[src/logic/scmd_pkg.sv]
// Purpose: Shared constants and types of the slot command block.
// Assumes: 125 MHz mclk.
// Notes:   Register offsets are byte addresses on the plain port.
package scmd_pkg;
	localparam int          CLK_MHZ      = 125;
	localparam int          UPD_MS       = 58;
	localparam int          UPD_CYC      = UPD_MS * CLK_MHZ * 1000;
	localparam int          LED_STEP_MS  = 125;
	localparam int          LED_STEP_CYC = LED_STEP_MS * CLK_MHZ * 1000;
	localparam int          NSLOT        = 4;
	localparam logic [3:0]  ROT_MAX      = 4'h9;
	localparam logic [7:0]  A_CFG        = 8'h00;
	localparam logic [7:0]  A_TICK       = 8'h04;
	localparam logic [7:0]  A_DMASK      = 8'h08;
	localparam logic [7:0]  A_STAT       = 8'h0C;
	localparam logic [3:0]  A_ROT_HI     = 4'h1;
	localparam logic [7:0]  A_LED        = 8'h20;
	localparam int          CFG_FMT_LSB  = 0;
	localparam int          CFG_ORD_LSB  = 2;
	localparam int          CFG_NSL_LSB  = 4;
	localparam logic [1:0]  FMT_RST      = 2'h0;
	localparam logic [1:0]  ORD_RST      = 2'h2;
	localparam logic [1:0]  NSL_RST      = 2'h0;
	localparam logic [3:0]  DMASK_RST    = 4'h0;
	localparam logic [15:0] OP_NEXT1     = 16'h0001;
	localparam logic [15:0] OP_NEXT2     = 16'h0002;
	localparam logic [15:0] OP_AUTO      = 16'h0003;
	localparam logic [15:0] OP_CLR       = 16'h0004;
	localparam logic [11:0] OP_ADD       = 12'h001;
	localparam logic [11:0] OP_RPT       = 12'h002;
	localparam logic [11:0] OP_LDT       = 12'h003;
	localparam int          RSP_INTEG    = 15;
	localparam int          RSP_IND_LSB  = 10;
	localparam int          RSP_ACK_LSB  = 8;
	localparam int          STAT_INTEG   = 15;
	localparam logic [15:0] INT_MAX      = 16'h7FFF;

	typedef enum logic [1:0] {FMT_INT, FMT_DIV, FMT_FLT, FMT_APP} scmd_fmt_t;
	typedef enum logic [1:0] {ORD_STD, ORD_BYTE, ORD_WORD, ORD_DWORD} scmd_ord_t;
	typedef enum logic [1:0] {Q_GROSS, Q_NET, Q_TARE, Q_TARGET} scmd_qty_t;
	typedef enum logic [2:0] {M_IDLE, M_RT, M_STAT, M_AUTO, M_MAN} scmd_mode_t;

	typedef struct packed {
		logic [15:0] cmd;
		logic [31:0] val;
	} scmd_cmd_t;

	typedef struct packed {
		logic [15:0] resp;
		logic [15:0] val_hi;
		logic [15:0] val_lo;
		logic [15:0] stat;
	} scmd_resp_t;
endpackage : scmd_pkg

[src/logic/scmd_slot_cmd.sv]
// Purpose: PLC message slot command interpreter of a weighing terminal.
// Assumes: PLC words and scale values synchronous to mclk.
// Notes:   Slot commands and values advance on the interface update tick; a format change erases slot state at once.
//
// The address-and-strobe port and the address map were chosen for this implementation.
`timescale 1ns/10ps

module scmd_slot_cmd #(
	parameter int UPD_CYC      = scmd_pkg::UPD_CYC,
	parameter int LED_STEP_CYC = scmd_pkg::LED_STEP_CYC
) (
	input  logic                          mclk,
	input  logic                          rst_b,
	input  logic                          ce,
	input  logic [7:0]                    reg_addr,
	input  logic [31:0]                   reg_wdata,
	input  logic                          reg_wr,
	input  logic                          reg_rd,
	output logic [31:0]                   reg_rdata,
	input  scmd_pkg::scmd_cmd_t [3:0]     plc_out,
	output scmd_pkg::scmd_resp_t [3:0]    plc_in,
	input  logic [31:0]                   gross_f,
	input  logic [31:0]                   net_f,
	input  logic [31:0]                   tare_f,
	input  logic [31:0]                   wt_int,
	input  logic [31:0]                   wt_div,
	input  logic [3:0]                    plc_dout,
	input  logic [3:0]                    disc_in,
	output logic [3:0]                    disc_out,
	input  logic [2:0]                    net_conn,
	input  logic                          pkt_evt,
	output logic                          led_mod_red,
	output logic                          led_net,
	output logic                          led_act
);
	logic [1:0]             fmt_reg, ord_reg, nsl_reg;
	logic [31:0]            per_reg, cnt_reg;
	logic                   tick_reg, tick_d_reg;
	logic [3:0]             dmask_reg, disc_in_reg, disc_out_reg, led_err_reg;
	logic [31:0]            rdata_reg, target_reg;
	logic [15:0]            last_reg [4];
	logic [1:0]             ack_reg  [4];
	scmd_pkg::scmd_qty_t    ind_reg  [4];
	scmd_pkg::scmd_mode_t   mode_reg [4];
	logic [31:0]            val_reg  [4];
	logic [3:0]             pos_reg  [4];
	logic [3:0]             rot_len_reg [4];
	logic [1:0]             rot_reg  [4][9];
	logic [3:0]             integ_reg;
	scmd_pkg::scmd_resp_t [3:0] plc_in_reg;
	logic [31:0]            step_cnt_reg;
	logic [2:0]             blink_reg;
	logic [4:0]             nph_reg;
	logic                   red_reg, net_reg, act_reg;
	logic [3:0]             acc;
	logic                   erase, step;

	function automatic logic [31:0] ord32(input logic [31:0] v, input logic [1:0] o);
		case (scmd_pkg::scmd_ord_t'(o))
			scmd_pkg::ORD_STD:  ord32 = v;
			scmd_pkg::ORD_BYTE: ord32 = {v[23:16], v[31:24], v[7:0], v[15:8]};
			scmd_pkg::ORD_WORD: ord32 = {v[15:0], v[31:16]};
			default:            ord32 = {v[7:0], v[15:8], v[23:16], v[31:24]};
		endcase
	endfunction : ord32

	function automatic logic [15:0] sat16(input logic [31:0] x);
		if ($signed(x) > $signed({16'h0000, scmd_pkg::INT_MAX}))
			sat16 = scmd_pkg::INT_MAX;
		else if ($signed(x) < -$signed({16'h0000, scmd_pkg::INT_MAX}))
			sat16 = 16'h0000 - scmd_pkg::INT_MAX;
		else
			sat16 = x[15:0];
	endfunction : sat16

	function automatic logic is_rt(input logic [1:0] q);
		is_rt = (q == scmd_pkg::Q_GROSS) || (q == scmd_pkg::Q_NET);
	endfunction : is_rt

	function automatic logic [31:0] qval(input logic [1:0] q);
		case (scmd_pkg::scmd_qty_t'(q))
			scmd_pkg::Q_GROSS: qval = gross_f;
			scmd_pkg::Q_NET:   qval = net_f;
			scmd_pkg::Q_TARE:  qval = tare_f;
			default:           qval = target_reg;
		endcase
	endfunction : qval

	// Register writes and format-change erase
	assign erase = ce && reg_wr && reg_addr == scmd_pkg::A_CFG &&
	               reg_wdata[scmd_pkg::CFG_FMT_LSB +: 2] != fmt_reg;

	always_ff @(posedge mclk or negedge rst_b) begin
		if (!rst_b) begin
			fmt_reg     <= scmd_pkg::FMT_RST;
			ord_reg     <= scmd_pkg::ORD_RST;
			nsl_reg     <= scmd_pkg::NSL_RST;
			per_reg     <= 32'(UPD_CYC);
			dmask_reg   <= scmd_pkg::DMASK_RST;
			led_err_reg <= 4'h0;
		end else if (ce && reg_wr) begin
			case (reg_addr)
				scmd_pkg::A_CFG: begin
					fmt_reg <= reg_wdata[scmd_pkg::CFG_FMT_LSB +: 2];
					ord_reg <= reg_wdata[scmd_pkg::CFG_ORD_LSB +: 2];
					nsl_reg <= erase ? scmd_pkg::NSL_RST
					                 : reg_wdata[scmd_pkg::CFG_NSL_LSB +: 2];
				end
				scmd_pkg::A_TICK:  per_reg     <= (reg_wdata == 32'h0) ? 32'h1 : reg_wdata;
				scmd_pkg::A_DMASK: dmask_reg   <= reg_wdata[3:0];
				scmd_pkg::A_LED:   led_err_reg <= reg_wdata[3:0];
				default: ;
			endcase
		end
	end

	// Interface update tick
	always_ff @(posedge mclk or negedge rst_b) begin
		if (!rst_b) begin
			cnt_reg    <= 32'h0;
			tick_reg   <= 1'b0;
			tick_d_reg <= 1'b0;
		end else if (ce) begin
			tick_d_reg <= tick_reg;
			if (cnt_reg >= per_reg - 32'h1) begin
				cnt_reg  <= 32'h0;
				tick_reg <= 1'b1;
			end else begin
				cnt_reg  <= cnt_reg + 32'h1;
				tick_reg <= 1'b0;
			end
		end
	end

	// New command detect per active float slot
	always_comb begin
		for (int s = 0; s < 4; s++)
			acc[s] = ce && tick_reg && !erase && 2'(s) <= nsl_reg &&
			         fmt_reg == scmd_pkg::FMT_FLT && plc_out[s].cmd != last_reg[s];
	end

	// Rotation lists, saved and restored by software
	always_ff @(posedge mclk or negedge rst_b) begin
		if (!rst_b) begin
			for (int s = 0; s < 4; s++)
				rot_len_reg[s] <= 4'h0;
		end else if (ce) begin
			for (int s = 0; s < 4; s++) begin
				if (erase) begin
					rot_len_reg[s] <= 4'h0;
				end else if (reg_wr && reg_addr[7:4] == scmd_pkg::A_ROT_HI &&
				             reg_addr[3:2] == 2'(s)) begin
					rot_len_reg[s] <= (reg_wdata[21:18] > scmd_pkg::ROT_MAX)
					                  ? scmd_pkg::ROT_MAX : reg_wdata[21:18];
					for (int i = 0; i < 9; i++)
						rot_reg[s][i] <= reg_wdata[2*i +: 2];
				end else if (acc[s] && plc_out[s].cmd == scmd_pkg::OP_CLR) begin
					rot_len_reg[s] <= 4'h0;
				end else if (acc[s] && plc_out[s].cmd[15:4] == scmd_pkg::OP_ADD &&
				             is_rt(plc_out[s].cmd[1:0]) &&
				             rot_len_reg[s] < scmd_pkg::ROT_MAX) begin
					rot_reg[s][rot_len_reg[s]] <= plc_out[s].cmd[1:0];
					rot_len_reg[s] <= rot_len_reg[s] + 4'h1;
				end
			end
		end
	end

	function automatic logic [3:0] nxt(input logic [3:0] p, input logic [3:0] n);
		nxt = (n == 4'h0 || p + 4'h1 >= n) ? 4'h0 : p + 4'h1;
	endfunction : nxt

	function automatic logic [1:0] ent(input int s, input logic [3:0] p);
		ent = (rot_len_reg[s] == 4'h0) ? scmd_pkg::Q_GROSS : rot_reg[s][p];
	endfunction : ent

	// Slot command state
	always_ff @(posedge mclk or negedge rst_b) begin
		if (!rst_b) begin
			target_reg <= 32'h0;
			for (int s = 0; s < 4; s++) begin
				last_reg[s] <= 16'h0;
				ack_reg[s]  <= 2'h0;
				ind_reg[s]  <= scmd_pkg::Q_GROSS;
				mode_reg[s] <= scmd_pkg::M_IDLE;
				val_reg[s]  <= 32'h0;
				pos_reg[s]  <= 4'h0;
			end
		end else if (ce) begin
			for (int s = 0; s < 4; s++) begin
				if (erase) begin
					ack_reg[s]  <= 2'h0;
					mode_reg[s] <= scmd_pkg::M_IDLE;
					pos_reg[s]  <= 4'h0;
				end else if (acc[s]) begin
					last_reg[s] <= plc_out[s].cmd;
					ack_reg[s]  <= (ack_reg[s] == 2'h3) ? 2'h1 : ack_reg[s] + 2'h1;
					if (plc_out[s].cmd == scmd_pkg::OP_NEXT1 ||
					    plc_out[s].cmd == scmd_pkg::OP_NEXT2) begin
						pos_reg[s]  <= nxt(pos_reg[s], rot_len_reg[s]);
						ind_reg[s]  <= scmd_pkg::scmd_qty_t'(ent(s, nxt(pos_reg[s], rot_len_reg[s])));
						val_reg[s]  <= qval(ent(s, nxt(pos_reg[s], rot_len_reg[s])));
						mode_reg[s] <= scmd_pkg::M_MAN;
					end else if (plc_out[s].cmd == scmd_pkg::OP_AUTO) begin
						mode_reg[s] <= scmd_pkg::M_AUTO;
					end else if (plc_out[s].cmd[15:4] == scmd_pkg::OP_RPT) begin
						ind_reg[s]  <= scmd_pkg::scmd_qty_t'(plc_out[s].cmd[1:0]);
						val_reg[s]  <= qval(plc_out[s].cmd[1:0]);
						mode_reg[s] <= is_rt(plc_out[s].cmd[1:0]) ? scmd_pkg::M_RT
						                                          : scmd_pkg::M_STAT;
					end else if (plc_out[s].cmd[15:4] == scmd_pkg::OP_LDT) begin
						target_reg  <= plc_out[s].val;
						ind_reg[s]  <= scmd_pkg::Q_TARGET;
						val_reg[s]  <= plc_out[s].val;
						mode_reg[s] <= scmd_pkg::M_STAT;
					end
				end else if (tick_reg) begin
					case (mode_reg[s])
						scmd_pkg::M_RT, scmd_pkg::M_MAN:
							val_reg[s] <= qval(ind_reg[s]);
						scmd_pkg::M_AUTO: begin
							pos_reg[s] <= nxt(pos_reg[s], rot_len_reg[s]);
							ind_reg[s] <= scmd_pkg::scmd_qty_t'(ent(s, nxt(pos_reg[s], rot_len_reg[s])));
							val_reg[s] <= qval(ent(s, nxt(pos_reg[s], rot_len_reg[s])));
						end
						default: ;
					endcase
				end
			end
		end
	end

	// Discrete I/O on the update tick
	always_ff @(posedge mclk or negedge rst_b) begin
		if (!rst_b) begin
			disc_in_reg  <= 4'h0;
			disc_out_reg <= 4'h0;
		end else if (ce && tick_reg) begin
			disc_in_reg  <= disc_in;
			disc_out_reg <= plc_dout & dmask_reg;
		end
	end

	// Slot input words, rebuilt one cycle after the tick
	always_ff @(posedge mclk or negedge rst_b) begin
		if (!rst_b) begin
			integ_reg  <= 4'h0;
			plc_in_reg <= '0;
		end else if (ce && tick_d_reg) begin
			for (int s = 0; s < 4; s++) begin
				plc_in_reg[s] <= '0;
				if (2'(s) <= nsl_reg) begin
					case (scmd_pkg::scmd_fmt_t'(fmt_reg))
						scmd_pkg::FMT_FLT: begin
							integ_reg[s] <= ~integ_reg[s];
							plc_in_reg[s].resp[scmd_pkg::RSP_INTEG]         <= ~integ_reg[s];
							plc_in_reg[s].resp[scmd_pkg::RSP_IND_LSB +: 3]  <= {1'b0, ind_reg[s]};
							plc_in_reg[s].resp[scmd_pkg::RSP_ACK_LSB +: 2]  <= ack_reg[s];
							{plc_in_reg[s].val_hi, plc_in_reg[s].val_lo}  <= ord32(val_reg[s], ord_reg);
							plc_in_reg[s].stat <= {~integ_reg[s], 11'h000, disc_in_reg};
						end
						scmd_pkg::FMT_INT, scmd_pkg::FMT_DIV: begin
							plc_in_reg[s].resp <= ord32({16'h0000,
								sat16(fmt_reg == scmd_pkg::FMT_INT ? wt_int : wt_div)},
								ord_reg == scmd_pkg::ORD_BYTE ? ord_reg : scmd_pkg::ORD_STD)
								>> 0 == 32'h0 ? 16'h0000 :
								((ord_reg == scmd_pkg::ORD_BYTE || ord_reg == scmd_pkg::ORD_DWORD)
								? {sat16(fmt_reg == scmd_pkg::FMT_INT ? wt_int : wt_div)} << 8 |
								  sat16(fmt_reg == scmd_pkg::FMT_INT ? wt_int : wt_div) >> 8
								: sat16(fmt_reg == scmd_pkg::FMT_INT ? wt_int : wt_div));
							plc_in_reg[s].val_hi <= {12'h000, disc_in_reg};
						end
						default: ;
					endcase
				end
			end
		end
	end

	// Register read port
	always_ff @(posedge mclk or negedge rst_b) begin
		if (!rst_b) begin
			rdata_reg <= 32'h0;
		end else if (ce) begin
			rdata_reg <= 32'h0;
			if (reg_rd) begin
				if (reg_addr[7:4] == scmd_pkg::A_ROT_HI) begin
					rdata_reg[21:18] <= rot_len_reg[reg_addr[3:2]];
					for (int i = 0; i < 9; i++)
						rdata_reg[2*i +: 2] <= rot_reg[reg_addr[3:2]][i];
				end else begin
					case (reg_addr)
						scmd_pkg::A_CFG:   rdata_reg[5:0] <= {nsl_reg, ord_reg, fmt_reg};
						scmd_pkg::A_TICK:  rdata_reg      <= per_reg;
						scmd_pkg::A_DMASK: rdata_reg[3:0] <= dmask_reg;
						scmd_pkg::A_STAT:  rdata_reg[15:0] <= {ack_reg[3], ack_reg[2],
							ack_reg[1], ack_reg[0], disc_in_reg, disc_out_reg};
						scmd_pkg::A_LED:   rdata_reg[3:0] <= led_err_reg;
						default: ;
					endcase
				end
			end
		end
	end

	// Status indicators
	assign step = step_cnt_reg >= 32'(LED_STEP_CYC) - 32'h1;

	always_ff @(posedge mclk or negedge rst_b) begin
		if (!rst_b) begin
			step_cnt_reg <= 32'h0;
			blink_reg    <= 3'h0;
			nph_reg      <= 5'h0;
			red_reg      <= 1'b0;
			net_reg      <= 1'b0;
			act_reg      <= 1'b0;
		end else if (ce) begin
			step_cnt_reg <= step ? 32'h0 : step_cnt_reg + 32'h1;
			if (step) begin
				blink_reg <= blink_reg + 3'h1;
				nph_reg   <= (nph_reg >= {1'b0, net_conn, 1'b0} + 5'h2) ? 5'h0 : nph_reg + 5'h1;
			end
			if (led_err_reg[3])      red_reg <= 1'b1;
			else if (led_err_reg[2]) red_reg <= blink_reg[0];
			else if (led_err_reg[1]) red_reg <= blink_reg[1];
			else if (led_err_reg[0]) red_reg <= blink_reg[2];
			else                     red_reg <= 1'b0;
			net_reg <= nph_reg < {1'b0, net_conn, 1'b0} && !nph_reg[0];
			act_reg <= pkt_evt ? 1'b1 : (step ? 1'b0 : act_reg);
		end
	end

	assign reg_rdata   = rdata_reg;
	assign plc_in      = plc_in_reg;
	assign disc_out    = disc_out_reg;
	assign led_mod_red = red_reg;
	assign led_net     = net_reg;
	assign led_act     = act_reg;

	chk_no_recmd: assert property (@(posedge mclk) disable iff (!rst_b)
		(ce && tick_reg && !erase && plc_out[0].cmd == last_reg[0]) |=> $stable(ack_reg[0]))
		else $error("repeat command re-acknowledged");
	chk_ack_new: assert property (@(posedge mclk) disable iff (!rst_b)
		acc[0] |=> ack_reg[0] != $past(ack_reg[0]) && ack_reg[0] != 2'h0)
		else $error("acknowledge did not change");
	chk_ind_rpt: assert property (@(posedge mclk) disable iff (!rst_b)
		(acc[0] && plc_out[0].cmd[15:4] == scmd_pkg::OP_RPT)
		|=> ind_reg[0] == $past(plc_out[0].cmd[1:0]) ##1 (!$past(ce) ||
		    plc_in[0].resp[12:10] == {1'b0, $past(plc_out[0].cmd[1:0], 2)}))
		else $error("indicator wrong");
	chk_static_hold: assert property (@(posedge mclk) disable iff (!rst_b)
		(mode_reg[0] == scmd_pkg::M_STAT && !acc[0]) |=> $stable(val_reg[0]))
		else $error("static value changed");
	chk_rot_limit: assert property (@(posedge mclk) disable iff (!rst_b)
		rot_len_reg[0] <= scmd_pkg::ROT_MAX)
		else $error("rotation too long");
	chk_auto_adv: assert property (@(posedge mclk) disable iff (!rst_b)
		(mode_reg[0] == scmd_pkg::M_AUTO && ce && tick_reg && !acc[0] && !erase &&
		 rot_len_reg[0] > 4'h1) |=> pos_reg[0] != $past(pos_reg[0]))
		else $error("rotation did not advance");
	chk_integ_eq: assert property (@(posedge mclk) disable iff (!rst_b)
		(ce && tick_d_reg && fmt_reg == scmd_pkg::FMT_FLT) |=>
		plc_in[0].resp[scmd_pkg::RSP_INTEG] == plc_in[0].stat[scmd_pkg::STAT_INTEG])
		else $error("integrity bits differ");
	chk_dout_tick: assert property (@(posedge mclk) disable iff (!rst_b)
		$changed(disc_out) |-> $past(tick_reg && ce))
		else $error("discrete output off tick");
	chk_tick_pulse: assert property (@(posedge mclk) disable iff (!rst_b)
		(ce && tick_reg && per_reg > 32'h1) |=> !tick_reg)
		else $error("tick wider than one cycle");
	cov_rpt: cover property (@(posedge mclk) disable iff (!rst_b)
		acc[0] && plc_out[0].cmd[15:4] == scmd_pkg::OP_RPT);
	cov_auto: cover property (@(posedge mclk) disable iff (!rst_b)
		mode_reg[0] == scmd_pkg::M_AUTO && tick_reg && rot_len_reg[0] > 4'h1);
	cov_erase: cover property (@(posedge mclk) disable iff (!rst_b) erase);
endmodule : scmd_slot_cmd

[config.mk]
export PLATFORM = sky130hd
export DESIGN_NAME = scmd_slot_cmd
export DESIGN_NICKNAME = d
export VERILOG_FILES = /design/src/logic/scmd_pkg.sv /design/src/logic/scmd_slot_cmd.sv
export SDC_FILE = /design/constraint.sdc
export NUM_CORES = 2
export LEC_CHECK = 0
export BUFFER_PORTS_ARGS = -buffer_cell sky130_fd_sc_hd__buf_2
export CAP_MARGIN = 20
export CELL_PAD_IN_SITES_DETAIL_PLACEMENT = 0
export CELL_PAD_IN_SITES_GLOBAL_PLACEMENT = 1
export CORE_UTILIZATION = 37
export CTS_BUF_LIST = sky130_fd_sc_hd__clkbuf_2 sky130_fd_sc_hd__clkbuf_4 sky130_fd_sc_hd__clkbuf_8
export CTS_CLUSTER_SIZE = 25
export DETAILED_ROUTE_END_ITERATION = 12
export PLACE_DENSITY_LB_ADDON = 0.15
export RECOVER_POWER = 25
export SLEW_MARGIN = 0
export SYNTH_ARGS = -nofsm -noshare
export SYNTH_HDL_FRONTEND = slang
export SYNTH_SLANG_ARGS = --single-unit
export TNS_END_PERCENT = 10
[constraint.sdc]
create_clock -name mclk -period 5.6 [get_ports mclk]
set_clock_uncertainty 0.1 [all_clocks]
set_input_delay 1.12 -clock mclk [delete_from_list [all_inputs] [get_ports mclk]]
set_output_delay 1.12 -clock mclk [all_outputs]
set_load 0.03 [all_outputs]
==> impl_metrics.json <==
{
  "status": "finished with violations",
  "violations": "max-capacitance violations, max-slew violations",
  "ys_seq_elements": 735,
  "place_hpwl_um": 180000,
  "cts.hold.buffers_added": 0,
  "vdd_drop_max_mv": 0.192,
  "comb_power_share_pct": 25.1,
  "finalSetupViolations": 0,
  "fin_cells": 7810,
  "p_leak_uw": 0.0265,
  "crit_path_end_kind": "register",
  "clk_path_buf_depth": 3,
  "syn_area_um2": 53900,
  "synthArstFlopShare_pct": 90.2,
  "fin_crit_sh_pct": 91.6,
  "drv_slew": 307,
  "die_y_um": 384,
  "max_cap_violations": 5,
  "setup_tns_ns": 0,
  "cpMaxStageDelayCell": "or4_1",
  "final_cell_mix": "698 x nand2_1, 653 x buf_2, 648 x dfrtp_1",
  "ios": 704,
  "power.internal_uw": 10900,
  "gp_congestion": 0.968,
  "worstPathCellList": "or4_1 > or3_1 > or4_4 > nor4_2 > nand2_1 > nor4_4 > nor2b_1 > xnor2_1 > ha_1 > a21o_1 > a21o_1 > a21o_1 > a21o_1 > a21oi_1 > o21ai_0 > nand2_1 > clkinv_1 > buf_4 > nor4_1",
  "nNetsFinal": 6279,
  "min_path_type": "in2async",
  "grt_pass1_vias": 46845,
  "rsz0062_at_grt": "no",
  "crit_top_cell": "a21o_1",
  "post_dp_cell_area_um2": 58800,
  "layout_commonest_cell": "nand2_1",
  "numCtsBuffers": 149,
  "cts.htree.levels": 4,
  "cp-start-kind": "register",
  "grt_first_pass_wirelength_um": 347000,
  "critPathKind": "reg2reg",
  "cts-root-buf": "clkbuf_8",
  "port_buffers": 659,
  "p_sw_share_pct": 36.3,
  "yosysWarnings": 0,
  "r2r_cells": 19,
  "grt_max_degree": 137,
  "arrival_ns": 5.82,
  "synth-edff-count": 72,
  "final_antenna_net_count": 0,
  "whs_ns": 0.0524,
  "grt_usage_pct": 32.5,
  "crit_start": "per_reg[10]$_DFFE_PN0P_",
  "layout-drive-gt1-share_pct": 29.7,
  "final-hold-violation-count": 0,
  "rrSetupSlack_ns": 0.47,
  "die_x_um": 384,
  "insertion_delay_ns": 0.92,
  "reg2reg_from": "per_reg[10]$_DFFE_PN0P_",
  "critPathCapture": "cnt_reg[18]$_DFFE_PN0P_",
  "min_period_ns": 5.13,
  "synth_flop_cell": "dfrtp_1",
  "tightest_slew_ns": 3.49,
  "firstDrtPassIters": 8,
  "via_per_inst": 6.24,
  "dieArea_um2": 147000,
  "critPathMaxStageDelay_ns": 0.56,
  "post-place-cells": 7536,
  "syn_to_final_growth_pct": 14.6,
  "postLayoutCellArea_um2": 61800,
  "avgSynthCellArea_um2": 10.1,
  "largest_reg_flops": 212,
  "r2r_end": "cnt_reg[18]$_DFFE_PN0P_",
  "cp_max_fo": 15,
  "pwr-share-clk_pct": 34.9,
  "clock_sinks": 735,
  "synth_cells": 5361,
  "p_switching_uw": 6210,
  "routedWlPerCell_um": 31.3,
  "drc_errors": 0,
  "coreArea_um2": 144000,
  "start_util_pct": 37.4,
  "p_per_area_nw_per_um2": 277,
  "rows": 139,
  "max_slew_margin_pct": -133,
  "cts_tree": "done",
  "power_uw": 17100,
  "clk_pin_slew_ns": 0.07,
  "timing.fmax_mhz": 195,
  "dr.first_iter.drc_count": 4976,
  "synth-seq-area-share_pct": 34.8,
  "post_cts_resized": 0,
  "p_seq_share_pct": 40.0,
  "cp_data_required_time_ns": 6.29,
  "synth_cell_type_count": 95,
  "cts_setup_buffers": 0,
  "wirelength_um": 244000,
  "antenna_found_initial": 52,
  "globalRouteOverflowTotal": 0,
  "dr_total_vias": 48743
}
[critical path: cells and delay by family, from the launching register on]
kind	cells	cell delay, ns
buffers and inverters	2	0.31
and+or+nand+nor	9	2.70
DFF	1	0.44
adders and majority gates	1	0.27
xor gates and xnor gates	1	0.14
AOI/OAI and AO/OA	6	1.04
[cell families (layout without fill, tap and decap cells)]
family                   after synthesis  count (layout)  synth area share, %
AND/OR/NAND/NOR                     1578            1578                 13.6
AO/OA/AOI/OAI                       1162            1162                 14.8
multiplexers                         989             989                 27.0
flip-flops                           735             735                 34.8
buffers and inverters                643            1130                 5.04
XOR/XNOR                             167             167                 2.74
adder cells (fa/ha/maj)               86              86                 2.00
other                                  1              60              0.00695
[synth_stat cells (18+ instances only)]
library cell,n,area (um^2)
nand2_1,698,2620
dfrtp_1,653,16300
clkbuf_1,391,1470
mux2i_1,362,3620
mux4_2,345,7770
nor2_1,285,1070
o21ai_0,276,1380
mux2_2,271,3050
a21oi_1,213,1070
nand3_1,173,866
a22o_1,142,1240
xnor2_1,109,955
ha_1,86,1080
nor3_1,75,375
edfxtp_1,72,2160
a221oi_1,67,587
o221ai_1,67,587
buf_2,65,325
inv_1,65,244
nand4_1,64,400
o22ai_1,64,400
buf_1,62,233
and2_1,56,350
xor2_1,56,490
buf_4,54,405
a211oi_1,51,383
nor4_1,45,282
a21o_1,43,323
a32o_1,37,370
nor2b_1,32,200
nand2b_1,29,181
o2bb2ai_1,26,228
and3_1,23,144
a221o_1,18,180
a31oi_1,18,113
o21ai_1,18,90.1
[routing by layer]
layer	up-vias	share of wire [%]	global-route usage [%]	routed length [um]
li1	21044	-	-	-
met1	24507	40	42.1	98500
met2	2557	44	49.2	108000
met3	577	11	10.9	26100
met4	58	4.7	14.0	11400
met5	-	0.16	0	386
[power by group through the flow]
stage | Sequential, uW | Combinational (uW) | Clock [uW]
floorplan | 6430 | 2820 | 0
global placement | 6860 | 4240 | 0
detailed placement | 6890 | 4260 | 0
CTS | 6790 | 4280 | 6100
global route | 6880 | 4610 | 6330
finish | 6850 | 4300 | 5970
[how the worst min path moves through the flow]
stage,slack (ns),endpoint
after global routing,0.06,plc_in[118]$_DFFE_PN0P_
final,0.05,plc_in[113]$_DFFE_PN0P_
after detailed placement,0.36,plc_in[112]$_DFFE_PN0P_
after global placement,0.35,plc_in[176]$_DFFE_PN0P_
after floorplan,0.34,blink_reg[2]$_DFFE_PN0P_
after CTS,0.02,plc_in[51]$_DFFE_PN0P_
[metrics by stage]
step	utilization, %	setup slack [ns]
2_1_floorplan	-	0.952
3_3_place_gp	40.8	0.456
3_5_place_dp	40.8	0.414
4_1_cts	42.9	0.416
5_1_grt	42.8	0.125
6_report	42.9	0.469
[layout make-up]
cell class                      count  area (um^2)
Fill cell                       14046        82400
Multi-Input combinational cell   4026        32800
Sequential cell                   735        18800
Timing Repair Buffer              804         4520
Clock buffer                      230         2880
Tap cell                         1903         2380
Inverter                           68          255
Clock inverter                     28          194
Antenna cell                       16         40.0
(Power assumes the default switching activity.)
